File: src/bps_pkg.sv
// Constants shared by the byte port block
package bps_pkg;

  // ----------------------------------------
  // Register indices (byte address = 4 * index)
  // ----------------------------------------
  localparam logic [7:0] IDX_DATA_PORT   = 8'h08;
  localparam logic [7:0] IDX_CTRL_PORT   = 8'h09;
  localparam logic [7:0] IDX_DATA_DIR    = 8'h88;
  localparam logic [7:0] IDX_CTRL_DIR_ST = 8'h89;
  localparam logic [7:0] IDX_ANALOG_CFG  = 8'h9F;

  // ----------------------------------------
  // Field positions of control_direction_status
  // ----------------------------------------
  localparam int BIT_IN_FULL  = 7;
  localparam int BIT_OUT_FULL = 6;
  localparam int BIT_OVERFLOW = 5;
  localparam int BIT_SLAVE    = 4;
  localparam int BIT_CDIR_HI  = 2;

  // ----------------------------------------
  // Control pin positions
  // ----------------------------------------
  localparam int PIN_READ   = 0;
  localparam int PIN_STORE  = 1;
  localparam int PIN_SELECT = 2;

  // ----------------------------------------
  // Reset values
  // ----------------------------------------
  localparam logic [7:0] RST_DATA_DIR   = 8'hFF;
  localparam logic [2:0] RST_CTRL_DIR   = 3'h7;
  localparam logic [2:0] RST_ANALOG_CFG = 3'h0;
  localparam logic [7:0] RST_LATCH      = 8'h00;

  // ----------------------------------------
  // Analog select decode: pins digital when both bits set
  // ----------------------------------------
  localparam logic [2:0] DIGITAL_CFG_MASK = 3'h6;

  // ----------------------------------------
  // AXI responses
  // ----------------------------------------
  localparam logic [1:0] RESP_OKAY   = 2'h0;
  localparam logic [1:0] RESP_SLVERR = 2'h2;

endpackage : bps_pkg

File: src/bps_byte_port.sv
// Byte port with control pins and parallel slave mode
//
// Contract
// - Data pins are general I/O or slave bus bits per slave select.
// - Three control pins, each direction set by its own bit.
// - Slave select makes control pins read strobe, store strobe, select.
// - Control pin configured analog reads zero.
// - Control direction bits act even on analog pins.
// - After reset control pins are analog and read zero.
// - Input-full is bit 7, read-only, reset zero, set while byte waits.
// - Output-full read-only, reset zero, set until external read.
// - Overflow sets on write while input unread; software clears it.
// - Slave select bit 4 chooses slave mode, read/write, reset zero.
// - Status bit 3 reads zero.
// - Low three status bits are pin directions, one input, reset one.
// - Read strobe low with select drives output latch onto data pins.
// - Store strobe low with select captures data pins.
// - Select high makes both strobes ignored.
// - Slave mode keeps separate input and output latches; direction ignored.
// - Store strobe end latches data, sets input-full and event; read clears.
// - Output-full clears at external read start until firmware write.
// - Outside slave mode both full flags zero, overflow kept.
`timescale 1ns/1ps
module bps_byte_port #(
  parameter int ADDR_W = 12
) (
  // Clock and reset
  input  wire logic              clock,
  input  wire logic              reset_n,
  // AXI4-Lite write address and data
  input  wire logic [ADDR_W-1:0] s_axi_awaddr,
  input  wire logic              s_axi_awvalid,
  output logic                   s_axi_awready,
  input  wire logic [31:0]       s_axi_wdata,
  input  wire logic [3:0]        s_axi_wstrb,
  input  wire logic              s_axi_wvalid,
  output logic                   s_axi_wready,
  // AXI4-Lite write response
  output logic [1:0]             s_axi_bresp,
  output logic                   s_axi_bvalid,
  input  wire logic              s_axi_bready,
  // AXI4-Lite read
  input  wire logic [ADDR_W-1:0] s_axi_araddr,
  input  wire logic              s_axi_arvalid,
  output logic                   s_axi_arready,
  output logic [31:0]            s_axi_rdata,
  output logic [1:0]             s_axi_rresp,
  output logic                   s_axi_rvalid,
  input  wire logic              s_axi_rready,
  // Data pins
  input  wire logic [7:0]        data_pin_in,
  output logic [7:0]             data_pin_out,
  output logic [7:0]             data_pin_oe_n,
  // Control pins: 0 read strobe, 1 store strobe, 2 select
  input  wire logic [2:0]        ctrl_pin_in,
  output logic [2:0]             ctrl_pin_out,
  output logic [2:0]             ctrl_pin_oe_n,
  // Transfer complete event
  output logic                   slave_port_irq_flag
);

  // ----------------------------------------
  // Parameter check
  // ----------------------------------------
  // Narrower buses cannot reach the upper register indices
  if (ADDR_W < 10) begin : g_addr_w_check
    $error("ADDR_W must be at least 10");
  end

  // ----------------------------------------
  // State
  // ----------------------------------------
  typedef struct packed {
    // Software registers and latches
    logic [7:0] out_latch;
    logic [7:0] in_latch;
    logic [7:0] capture;
    logic [7:0] data_dir;
    logic [2:0] ctrl_dir;
    logic [2:0] ctrl_latch;
    logic [2:0] analog_cfg;
    logic       slave_mode;
    // Slave port flags
    logic       in_full;
    logic       out_full;
    logic       overflow;
    // Strobe history and event
    logic       store_prev;
    logic       read_prev;
    logic       event_pulse;
    // Pin drivers
    logic [7:0] d_out;
    logic [7:0] d_oe_n;
    logic [2:0] c_out;
    logic [2:0] c_oe_n;
  } bps_st_t;

  bps_st_t s;
  bps_st_t next_s;

  // ----------------------------------------
  // Bus front end
  // ----------------------------------------
  // Write side
  logic       wr_en;
  logic [7:0] wr_idx;
  logic [7:0] wr_data;
  logic       wr_ok;
  // Read side
  logic       rd_en;
  logic [7:0] rd_idx;
  logic [7:0] rd_data;
  logic       rd_ok;

  bps_axil_slave #(
    .ADDR_W (ADDR_W)
  ) u_bus (
    .clock         (clock),
    .reset_n       (reset_n),
    .s_axi_awaddr  (s_axi_awaddr),
    .s_axi_awvalid (s_axi_awvalid),
    .s_axi_awready (s_axi_awready),
    .s_axi_wdata   (s_axi_wdata),
    .s_axi_wstrb   (s_axi_wstrb),
    .s_axi_wvalid  (s_axi_wvalid),
    .s_axi_wready  (s_axi_wready),
    .s_axi_bresp   (s_axi_bresp),
    .s_axi_bvalid  (s_axi_bvalid),
    .s_axi_bready  (s_axi_bready),
    .s_axi_araddr  (s_axi_araddr),
    .s_axi_arvalid (s_axi_arvalid),
    .s_axi_arready (s_axi_arready),
    .s_axi_rdata   (s_axi_rdata),
    .s_axi_rresp   (s_axi_rresp),
    .s_axi_rvalid  (s_axi_rvalid),
    .s_axi_rready  (s_axi_rready),
    .wr_en         (wr_en),
    .wr_idx        (wr_idx),
    .wr_data       (wr_data),
    .wr_ok         (wr_ok),
    .rd_en         (rd_en),
    .rd_idx        (rd_idx),
    .rd_data       (rd_data),
    .rd_ok         (rd_ok)
  );

  // ----------------------------------------
  // Decode helpers
  // ----------------------------------------
  function automatic logic known_idx(input logic [7:0] idx);
    known_idx = (idx == bps_pkg::IDX_DATA_PORT)   ||
                (idx == bps_pkg::IDX_CTRL_PORT)   ||
                (idx == bps_pkg::IDX_DATA_DIR)    ||
                (idx == bps_pkg::IDX_CTRL_DIR_ST) ||
                (idx == bps_pkg::IDX_ANALOG_CFG);
  endfunction : known_idx

  logic       pins_digital;
  logic [2:0] ctrl_read;
  logic       sel_active;
  logic       store_active;
  logic       read_active;
  logic       store_done;
  logic       read_done;
  logic       wr_go;
  logic       rd_data_port;

  always_comb begin
    // Reset value of the select field leaves all three pins analog
    pins_digital = ((s.analog_cfg & bps_pkg::DIGITAL_CFG_MASK) == bps_pkg::DIGITAL_CFG_MASK);
    ctrl_read    = pins_digital ? ctrl_pin_in : 3'h0;
  end

  // ----------------------------------------
  // Strobe decode
  // ----------------------------------------
  always_comb begin
    sel_active   = s.slave_mode & ~ctrl_pin_in[bps_pkg::PIN_SELECT];
    store_active = sel_active & ~ctrl_pin_in[bps_pkg::PIN_STORE];
    read_active  = sel_active & ~ctrl_pin_in[bps_pkg::PIN_READ];
    store_done   = s.store_prev & ~store_active & s.slave_mode;
    read_done    = s.read_prev & ~read_active & s.slave_mode;
  end

  // ----------------------------------------
  // Register access strobes
  // ----------------------------------------
  always_comb begin
    // Front end already drops writes without byte lane 0
    wr_go        = wr_en;
    rd_data_port = rd_en & (rd_idx == bps_pkg::IDX_DATA_PORT);
  end

  // ----------------------------------------
  // Register read mux
  // ----------------------------------------
  always_comb begin
    rd_ok   = known_idx(rd_idx);
    rd_data = 8'h00;
    case (rd_idx)
      bps_pkg::IDX_DATA_PORT: begin
        // Slave mode reads the input latch, otherwise the pins
        rd_data = s.slave_mode ? s.in_latch : data_pin_in;
      end
      bps_pkg::IDX_CTRL_PORT: begin
        rd_data = {5'h00, ctrl_read};
      end
      bps_pkg::IDX_DATA_DIR: begin
        rd_data = s.data_dir;
      end
      bps_pkg::IDX_CTRL_DIR_ST: begin
        rd_data = {s.in_full,
                   s.out_full,
                   s.overflow,
                   s.slave_mode,
                   1'b0,
                   s.ctrl_dir};
      end
      bps_pkg::IDX_ANALOG_CFG: begin
        rd_data = {5'h00, s.analog_cfg};
      end
      default: begin
        rd_data = 8'h00;
      end
    endcase
  end

  assign wr_ok = known_idx(wr_idx);

  // ----------------------------------------
  // Next state
  // ----------------------------------------
  always_comb begin
    next_s = s;
    next_s.store_prev  = store_active;
    next_s.read_prev   = read_active;
    next_s.event_pulse = store_done | read_done;

    if (store_active) begin
      next_s.capture = data_pin_in;
    end

    // Software writes
    if (wr_go) begin
      case (wr_idx)
        bps_pkg::IDX_DATA_PORT: begin
          next_s.out_latch = wr_data;
          // A write during an external read stays unflagged
          if (s.slave_mode & ~read_active) begin
            next_s.out_full = 1'b1;
          end
        end
        bps_pkg::IDX_CTRL_PORT: begin
          next_s.ctrl_latch = wr_data[2:0];
        end
        bps_pkg::IDX_DATA_DIR: begin
          next_s.data_dir = wr_data;
        end
        bps_pkg::IDX_CTRL_DIR_ST: begin
          // Both full flags are read-only; they keep their value unless this write clears slave mode
          next_s.overflow   = wr_data[bps_pkg::BIT_OVERFLOW];
          next_s.slave_mode = wr_data[bps_pkg::BIT_SLAVE];
          next_s.ctrl_dir   = wr_data[bps_pkg::BIT_CDIR_HI:0];
        end
        bps_pkg::IDX_ANALOG_CFG: begin
          next_s.analog_cfg = wr_data[2:0];
        end
        default: begin
        end
      endcase
    end

    // Firmware read of the input latch frees it
    if (rd_data_port & s.slave_mode) begin
      next_s.in_full = 1'b0;
    end

    // External read start empties the output buffer
    if (read_active) begin
      next_s.out_full = 1'b0;
    end

    // Hardware sets win over software clears
    if (store_done) begin
      next_s.in_latch = s.capture;
      next_s.in_full  = 1'b1;
      if (s.in_full) begin
        next_s.overflow = 1'b1;
      end
    end

    if (!next_s.slave_mode) begin
      next_s.in_full  = 1'b0;
      next_s.out_full = 1'b0;
    end

    // Pin drivers
    next_s.d_out  = next_s.out_latch;
    if (next_s.slave_mode) begin
      // The host strobe steers the data pins; direction bits are ignored
      next_s.d_oe_n = {8{~read_active}};
    end else begin
      next_s.d_oe_n = next_s.data_dir;
    end
    next_s.c_out  = next_s.ctrl_latch;
    // Direction bits steer drivers even for analog pins
    next_s.c_oe_n = next_s.ctrl_dir;
  end

  // ----------------------------------------
  // Registers
  // ----------------------------------------
  // Pins come up released so nothing drives before software sets a direction
  always_ff @(posedge clock or negedge reset_n) begin
    if (!reset_n) begin
      s            <= '0;
      s.out_latch  <= bps_pkg::RST_LATCH;
      s.in_latch   <= bps_pkg::RST_LATCH;
      s.data_dir   <= bps_pkg::RST_DATA_DIR;
      s.ctrl_dir   <= bps_pkg::RST_CTRL_DIR;
      s.analog_cfg <= bps_pkg::RST_ANALOG_CFG;
      s.d_oe_n     <= bps_pkg::RST_DATA_DIR;
      s.c_oe_n     <= bps_pkg::RST_CTRL_DIR;
    end else begin
      s <= next_s;
    end
  end

  // ----------------------------------------
  // Outputs
  // ----------------------------------------
  // Every output is a flop of the state record, with no logic after it
  assign data_pin_out        = s.d_out;
  assign data_pin_oe_n       = s.d_oe_n;
  assign ctrl_pin_out        = s.c_out;
  assign ctrl_pin_oe_n       = s.c_oe_n;
  assign slave_port_irq_flag = s.event_pulse;

endmodule : bps_byte_port

File: src/bps_axil_slave.sv
// AXI4-Lite slave front end for the byte port registers
`timescale 1ns/1ps
module bps_axil_slave #(
  parameter int ADDR_W = 12
) (
  // Clock and reset
  input  wire logic              clock,
  input  wire logic              reset_n,
  // Write address and data
  input  wire logic [ADDR_W-1:0] s_axi_awaddr,
  input  wire logic              s_axi_awvalid,
  output logic                   s_axi_awready,
  input  wire logic [31:0]       s_axi_wdata,
  input  wire logic [3:0]        s_axi_wstrb,
  input  wire logic              s_axi_wvalid,
  output logic                   s_axi_wready,
  // Write response
  output logic [1:0]             s_axi_bresp,
  output logic                   s_axi_bvalid,
  input  wire logic              s_axi_bready,
  // Read address and data
  input  wire logic [ADDR_W-1:0] s_axi_araddr,
  input  wire logic              s_axi_arvalid,
  output logic                   s_axi_arready,
  output logic [31:0]            s_axi_rdata,
  output logic [1:0]             s_axi_rresp,
  output logic                   s_axi_rvalid,
  input  wire logic              s_axi_rready,
  // Register side
  output logic                   wr_en,
  output logic [7:0]             wr_idx,
  output logic [7:0]             wr_data,
  input  wire logic              wr_ok,
  output logic                   rd_en,
  output logic [7:0]             rd_idx,
  input  wire logic [7:0]        rd_data,
  input  wire logic              rd_ok
);

  if (ADDR_W < 10) begin : g_addr_w_check
    $error("ADDR_W must reach index 8'h9F");
  end

  typedef struct packed {
    logic        awready;
    logic        wready;
    logic        aw_got;
    logic        w_got;
    logic [7:0]  idx;
    logic [7:0]  data;
    logic        lane0;
    logic        bvalid;
    logic [1:0]  bresp;
    logic        arready;
    logic        rvalid;
    logic [31:0] rdata;
    logic [1:0]  rresp;
  } bps_axi_st_t;

  bps_axi_st_t s;
  bps_axi_st_t next_s;
  logic        wr_fire;

  always_comb begin
    next_s = s;
    wr_fire = s.aw_got & s.w_got & ~s.bvalid;
    wr_en  = wr_fire & s.lane0;
    wr_idx = s.idx;
    wr_data = s.data;
    rd_en  = s_axi_arvalid & s.arready;
    rd_idx = s_axi_araddr[9:2];
    if (s_axi_awvalid & s.awready) begin
      next_s.awready = 1'b0;
      next_s.aw_got  = 1'b1;
      next_s.idx     = s_axi_awaddr[9:2];
    end
    if (s_axi_wvalid & s.wready) begin
      next_s.wready = 1'b0;
      next_s.w_got  = 1'b1;
      next_s.data   = s_axi_wdata[7:0];
      next_s.lane0  = s_axi_wstrb[0];
    end
    if (wr_fire) begin
      next_s.bvalid = 1'b1;
      next_s.bresp  = wr_ok ? bps_pkg::RESP_OKAY : bps_pkg::RESP_SLVERR;
      next_s.aw_got = 1'b0;
      next_s.w_got  = 1'b0;
    end
    if (s.bvalid & s_axi_bready) begin
      next_s.bvalid  = 1'b0;
      next_s.awready = 1'b1;
      next_s.wready  = 1'b1;
    end
    if (rd_en) begin
      next_s.arready = 1'b0;
      next_s.rvalid  = 1'b1;
      next_s.rdata   = {24'h000000, rd_data};
      next_s.rresp   = rd_ok ? bps_pkg::RESP_OKAY : bps_pkg::RESP_SLVERR;
    end
    if (s.rvalid & s_axi_rready) begin
      next_s.rvalid  = 1'b0;
      next_s.arready = 1'b1;
    end
  end

  // Byte lane 0 gates the store; the response goes out either way
  assign s_axi_awready = s.awready;
  assign s_axi_wready  = s.wready;
  assign s_axi_bvalid  = s.bvalid;
  assign s_axi_bresp   = s.bresp;
  assign s_axi_arready = s.arready;
  assign s_axi_rvalid  = s.rvalid;
  assign s_axi_rdata   = s.rdata;
  assign s_axi_rresp   = s.rresp;

  always_ff @(posedge clock or negedge reset_n) begin
    if (!reset_n) begin
      s         <= '0;
      s.awready <= 1'b1;
      s.wready  <= 1'b1;
      s.arready <= 1'b1;
    end else begin
      s <= next_s;
    end
  end

endmodule : bps_axil_slave

File: config.mk
export PLATFORM = sky130hd
export DESIGN_NAME = bps_byte_port
export DESIGN_NICKNAME = d
export VERILOG_FILES = /design/src/bps_pkg.sv /design/src/bps_byte_port.sv /design/src/bps_axil_slave.sv
export SDC_FILE = /design/constraint.sdc
export NUM_CORES = 1
export LEC_CHECK = 0
export BUFFER_PORTS_ARGS = -buffer_cell sky130_fd_sc_hd__buf_2
export CAP_MARGIN = 5
export CORE_MARGIN = 2
export CORE_UTILIZATION = 47
export CTS_BUF_LIST = sky130_fd_sc_hd__clkbuf_4
export CTS_CLUSTER_SIZE = 25
export DETAILED_ROUTE_END_ITERATION = 16
export GPL_TIMING_DRIVEN = 0
export PLACE_DENSITY = 0.74
export SLEW_MARGIN = 20
export SYNTH_ARGS = -nofsm -noshare
export SYNTH_HDL_FRONTEND = slang
export SYNTH_SLANG_ARGS = --single-unit
export TNS_END_PERCENT = 5
File: constraint.sdc
create_clock -name clock -period 2.12 [get_ports clock]
set_clock_uncertainty 0.05 [all_clocks]
set_input_delay 0.424 -clock clock [delete_from_list [all_inputs] [get_ports clock]]
set_output_delay 0.424 -clock clock [all_outputs]
set_load 0.02 [all_outputs]
# After elaboration in Yosys (flattened, before gate mapping)
# Cells that the tools add are included.
# W data, S select, Z words.
dict set report totals {
  ff_bits 92
  latch_bits 0
  ram_bits 0
  romBits 0
  inputBits 78
  out_inout_bits 64
  elab_cells 119
  mem_count 0
}
dict set report classes {
  add_sub_neg 0
  mul 0
  n_div 0
  magnitude_cmp 0
  n_eq_ne 15
  shifts 0
  muxes 32
  bitwise_logic 25
  reduce_logical 19
}
# op count
set ops {}
lappend ops {{$eq A8 B8 Y1 const B} 6}
lappend ops {{$pmux W8 S5} 1}
lappend ops {{$mux W36} 1}
lappend ops {{$eq A8 B4 Y1 const B} 4}
lappend ops {{$mux W8} 3}
lappend ops {{$and A1 B1 Y1} 18}
lappend ops {{$mux W18} 1}
lappend ops {{$mux W3} 5}
lappend ops {{$mux W1} 14}
lappend ops {{$mux W2} 7}
lappend ops {{$ne A3 B1 Y1 const B} 4}
lappend ops {{$reduce_bool A2 Y1} 6}
lappend ops {{$logic_or A1 B1 Y1} 8}
lappend ops {{$reduce_and A2 Y1} 4}
lappend ops {{$not A1 Y1} 6}
lappend ops {{$reduce_and A3 Y1} 1}
lappend ops {{$eq A2 B2 Y1 const B} 1}
lappend ops {{$or A1 B1 Y1} 1}

# Longest topological paths before layout
dict set report logic_depth {
  depth_word 10
  depth_mapped 6
  ltp_nobuf 4
}

# Hierarchy
# Synthesis repeated with hierarchy kept, for this count alone.
dict set report hier_totals {
  hier_cells 382
  area_unflattened_um2 4506.8
}
# mod n_inst cells_per_inst area_each_um2 seq_area_each_um2
set modules_own_cells {}
lappend modules_own_cells {bps_byte_port 1 236 2731.4 1425.1}
lappend modules_own_cells {bps_axil_slave 1 146 1775.5 854.6}

# Worst setup path after synthesis
# No wires, ideal clock.
dict set report synth_timing {
  path_kind {reg2reg}
  from {register u_bus.s (netlist bit u_bus.wr_idx[5])}
  to {register s[27] (netlist bit)}
  setup_ns 0.140
  arrival_time_ns 1.808
  t_required_ns 1.930
  setup_slack_ns 0.121
  stages_incl_launch_ff 7
  path_buffers 2
  period_less_slack_ns 1.999
  cell_sequence {dfrtp_1 > or3b_4 > or4_4 > buf_6 > mux2i_4 > buf_6 > a21oi_1}
}
dict set report synth_between {
  elab_chain_len 4
  elab_cells_between_ends 5
  classes_between {2 x eq/ne; 3 x mux}
}
# element line
set synth_rtl {}
lappend synth_rtl {{start, declared} bps_axil_slave.sv:60} ;# bps_axi_st_t s;
lappend synth_rtl {{start signal, assigned} bps_axil_slave.sv:123} ;# s <= next_s;
lappend synth_rtl {{$eq A8 B8 Y1 (*)} bps_byte_port.sv:245} ;# case (wr_idx)
lappend synth_rtl {{$mux W1 (*)} bps_byte_port.sv:245}
lappend synth_rtl {{$mux W18 (*)} bps_byte_port.sv:244} ;# if (wr_go) begin
lappend synth_rtl {{$ne A3 B1 Y1 (no source line) / $mux W2 (equally long branches)} n/a}
lappend synth_rtl {{end signal, assigned} bps_byte_port.sv:325} ;# s <= next_s;
lappend synth_rtl {{end, declared} bps_byte_port.sv:98} ;# bps_st_t s;
# Mark *: on every way between the ends. The rest lies on a longest branch, timed or not.
# A chain may end at the register's enable or synchronous reset.

==> impl_metrics.py <==
metrics = {
    "global_routing": {
        "grt_pass1_vias": 2831,
        "antenna_found_initial": 0,
        "grt_overflow": 0,
        "grt_first_pass_wirelength_um": 13900,
        "largest_net_degree_at_the_start_of_global_routing": 54,
        "gr_util_all_layers_pct": 17.9,
    },
    "critical_path": {
        "setup.worst_path.start_class": "register",
        "crit_chain": "or3b_4 > or4_4 > buf_6 > mux2i_4 > buf_8 > a21oi_2",
        "critical_path_start": "u_bus.wr_idx[6]",
        "criticalPathCategory": "register to register",
        "reg2reg_from": "u_bus.wr_idx[6]",
        "critPathSlowestCell": "or4_4",
        "worstPathBufferInverterCount": 2,
        "critPathTopFamily": "simple AND/OR/NAND/NOR gates",
        "critical_path_cell_count": 6,
        "worstPathRequired_ns": 2.44,
        "crit_path_max_incr_delay_ns": 0.55,
        "worst_r2r_path_depth": 6,
        "critical_path_arrival_ns": 2.46,
        "crit_path_end_kind": "register",
        "worst-path-max-fanout": 10,
    },
    "drt": {
        "drtAntennaViolNets": 0,
        "count_of_unresolved_drc_violations_after_routing": 0,
        "drc_marker_count_from_the_first_detailed_route_iteration": 153,
        "totalWireLength_um": 8760,
        "route.vias.total": 2985,
        "route.detailed.wl_per_inst_um": 14.7,
        "route.detailed.vias_per_inst": 5.02,
        "drt-pass1-iter-count": 4,
    },
    "sta": {
        "finalMaxSlewViolations": 0,
        "rsz_0062_raised_after_global_routing": "true",
        "period_needed_ns": 2.14,
        "worst_pin_slew_ns": 0.648,
        "timing.final.crit_share_pct": 101,
        "worst_slew_margin_rel_pct": 56.4,
        "fmax_mhz": 467,
        "postLayoutSetupSlackWorst_ns": -0.0223,
        "hold_viol": 0,
        "setup_viol": 6,
    },
    "clock_network": {
        "clk_pin_slew_worst_paths_ns": 0.13,
        "max-clock-path-buffers": 2,
        "htreeDepth": 3,
        "cts_tree": "yes",
        "cts_root_buf": "clkbuf_4",
        "cts.sink_count": 90,
        "total_clock_buffers_created_by_cts": 9,
        "worstSkewPairLatency_ns": 0.43,
    },
    "cells_and_area": {
        "design.final.nets": 560,
        "post-route-util_pct": 58.5,
        "layout-area-overhead-vs-synth_pct": 19.2,
        "regArea_um2": 2280,
        "antennaDiodeCount": 0,
        "filler_instances": 764,
        "multi_input_comb_area_um2": 1590,
        "final_layout_size_suffix_gt1_share_pct": 51.5,
    },
    "synth": {
        "synth.avg_cell_area_um2": 11.9,
        "synth_edf_count": 0,
        "synthDominantCellAreaShare_pct": 39.4,
        "ys.flop_type": "dfrtp_1",
        "top_cells_by_area_synth": "dfrtp_1, dfstp_2, mux2_2",
        "synthesis.yosys.warnings": 0,
        "netlist-cell-type-count": 42,
        "synth.yosys.seq_area_share_pct": 52.8,
        "ys_ff_latch": 90,
        "synth.largest_area_cell": "dfrtp_1",
        "yosys-top-cells-count": "dfrtp_1, buf_4, mux2_2",
        "synthMostInstantiatedCell": "dfrtp_1",
        "mappedNetlistArea_um2": 4320,
        "synth-async-reset-ratio_pct": 100,
        "post_synth_inst_count": 362,
    },
    "hold_path": {
        "hold_path.class": "input port to register",
        "worst_hold_startpoint": "s_axi_wvalid",
        "holdPathStages": 2,
    },
    "status": {
        "status": "finished, violations left",
        "violations": "negative setup slack",
    },
    "placement": {
        "buffer_ports.inserted": 80,
        "hpwl_reported_at_the_end_of_detailed_placement_um": 6440,
        "place.gp.congestion": 0.844,
        "dp_worst_slack_ns": -0.114,
    },
    "floorplanning": {
        "die_height_um": 99.9,
        "die_w_um": 99.9,
        "initial_core_util_pct": 49.0,
        "placement_rows": 34,
        "die_area_um2": 9970,
        "boundaryPins": 142,
        "core-area_um2": 8810,
    },
    "power_and_ir_drop": {
        "cellPowerDensity_nw_per_um2": 765,
        "p_leak_nw": 2.70,
        "max-vdd-ir-drop_v": 0.000579,
    },
    "job": {
        "max-cap-violations": 0,
    },
}
per-layer routing:
metal	GRT usage, %	vias up	part of all wire [%]	wire (um)
li1	-	1408	-	-
met1	24.5	1430	46	4030
met2	28.0	131	46	4000
met3	3.55	16	6.4	558
met4	7.90	0	1.9	170
met5	0	-	0	0
sequential cells by signal (all words and copies together) (netlist names):
signal               flops
ctrl_pin_oe_n            3
data_pin_oe_n            8
u_bus.s_axi_rdata        8
u_bus.s_axi_wready       1
u_bus.s_axi_rvalid       1
u_bus.s_axi_bresp        1
u_bus.wr_data            8
u_bus.s_axi_rresp        1
s                       33
u_bus.s_axi_awready      1
u_bus.s_axi_arready      1
u_bus.s_axi_bvalid       1
slave_port_irq_flag      1
u_bus.s                  3
ctrl_pin_out             3
u_bus.wr_idx             8
data_pin_out             8
final timing paths:
check	to	slack, ns
worst min-delay path	u_bus.s_axi_wready	0.08
min in group asynchronous	u_bus.s_axi_rdata[3]	0.45
max in group asynchronous	u_bus.s_axi_wready	0.89
worst max-delay path	data_pin_oe_n[1]	-0.02
worst max register to register	data_pin_oe_n[1]	-0.02
worst min register to register	u_bus.s_axi_wready	0.45
cell families (layout without fill, tap and decap cells):
family	Yosys count	in the layout	synth area share [%]
buffers and inverters	88	188	13.1
AND/OR/NAND/NOR	62	62	8.03
AO/OA/AOI/OAI	53	53	8.49
flip-flops	90	90	52.8
multiplexers	68	68	17.5
other	1	26	0.0868
metrics by stage:
| step | power, mW | area [um^2] | instances | setup TNS, ns | hold slack, ns |
|---|---|---|---|---|---|
| floorplan | 2.81 | 4410 | 387 | 0 | 0.0784 |
| global placement | 3.07 | 4950 | 575 | -12.33 | 0.412 |
| detailed placement | 3.12 | 4980 | 576 | -0.819 | 0.375 |
| CTS | 3.95 | 5130 | 595 | -0.0505 | 0.0631 |
| global route | 4.15 | 5150 | 595 | -0.503 | 0.0689 |
| finish | 3.94 | 5150 | 595 | -0.0429 | 0.0838 |
what timing repair did:
item,4_1_cts,5_1_grt
hold buffers,1,0
pin swaps,1,0
gates resized for setup,1,5
buffers inserted,2,0
setup endpoints to repair,13,22
hold endpoints to repair,26,0
cell usage in the layout (no fill, tap or decap), types with 2 or more instances in the layout:
| cell | count |
|---|---|
| and3_1 | 2 |
| clkinv_2 | 2 |
| a221o_1 | 3 |
| mux2i_1 | 15 |
| dfstp_2 | 22 |
| nand2_1 | 22 |
| o21ai_0 | 19 |
| conb_1 | 26 |
| nand2b_1 | 3 |
| mux2_2 | 50 |
| nor3_1 | 3 |
| o41ai_1 | 2 |
| clkbuf_1 | 8 |
| a211oi_1 | 3 |
| nor2_1 | 7 |
| nand4_1 | 4 |
| a21oi_1 | 7 |
| inv_1 | 18 |
| buf_2 | 81 |
| clkbuf_4 | 12 |
| mux2i_2 | 2 |
| a22oi_1 | 4 |
| dfrtp_1 | 68 |
| a21oi_2 | 8 |
| nand4b_1 | 4 |
| nand3_1 | 3 |
| buf_4 | 60 |
| and2_1 | 4 |
layout make-up:
cell class                 count  area share, %
clock inverter                 4          0.389
timing repair buffer          84           9.09
buffer                        70           9.74
inverter                      18           1.31
tap                          108           2.62
clock buffer                  12           1.75
multi-input combinational    209           30.8
sequential                    90           44.3
worst reg2reg max path, cell delays in order, from the launching register on:
cell     delay (ns)
dfrtp_1        0.40
or3b_4         0.43
or4_4          0.55
buf_6          0.16
mux2i_4        0.19
buf_8          0.17
a21oi_2        0.14
report_power, final:
part / leakage, nW / switching, mW / internal, mW / total (mW)
clock: 0.0691 / 0.556 / 0.276 / 0.832
sequential: 1.13 / 0.272 / 2.00 / 2.28
combinational: 1.50 / 0.402 / 0.426 / 0.829
total: 2.70 / 1.23 / 2.71 / 3.94
Power figures use the tool's default switching activity.
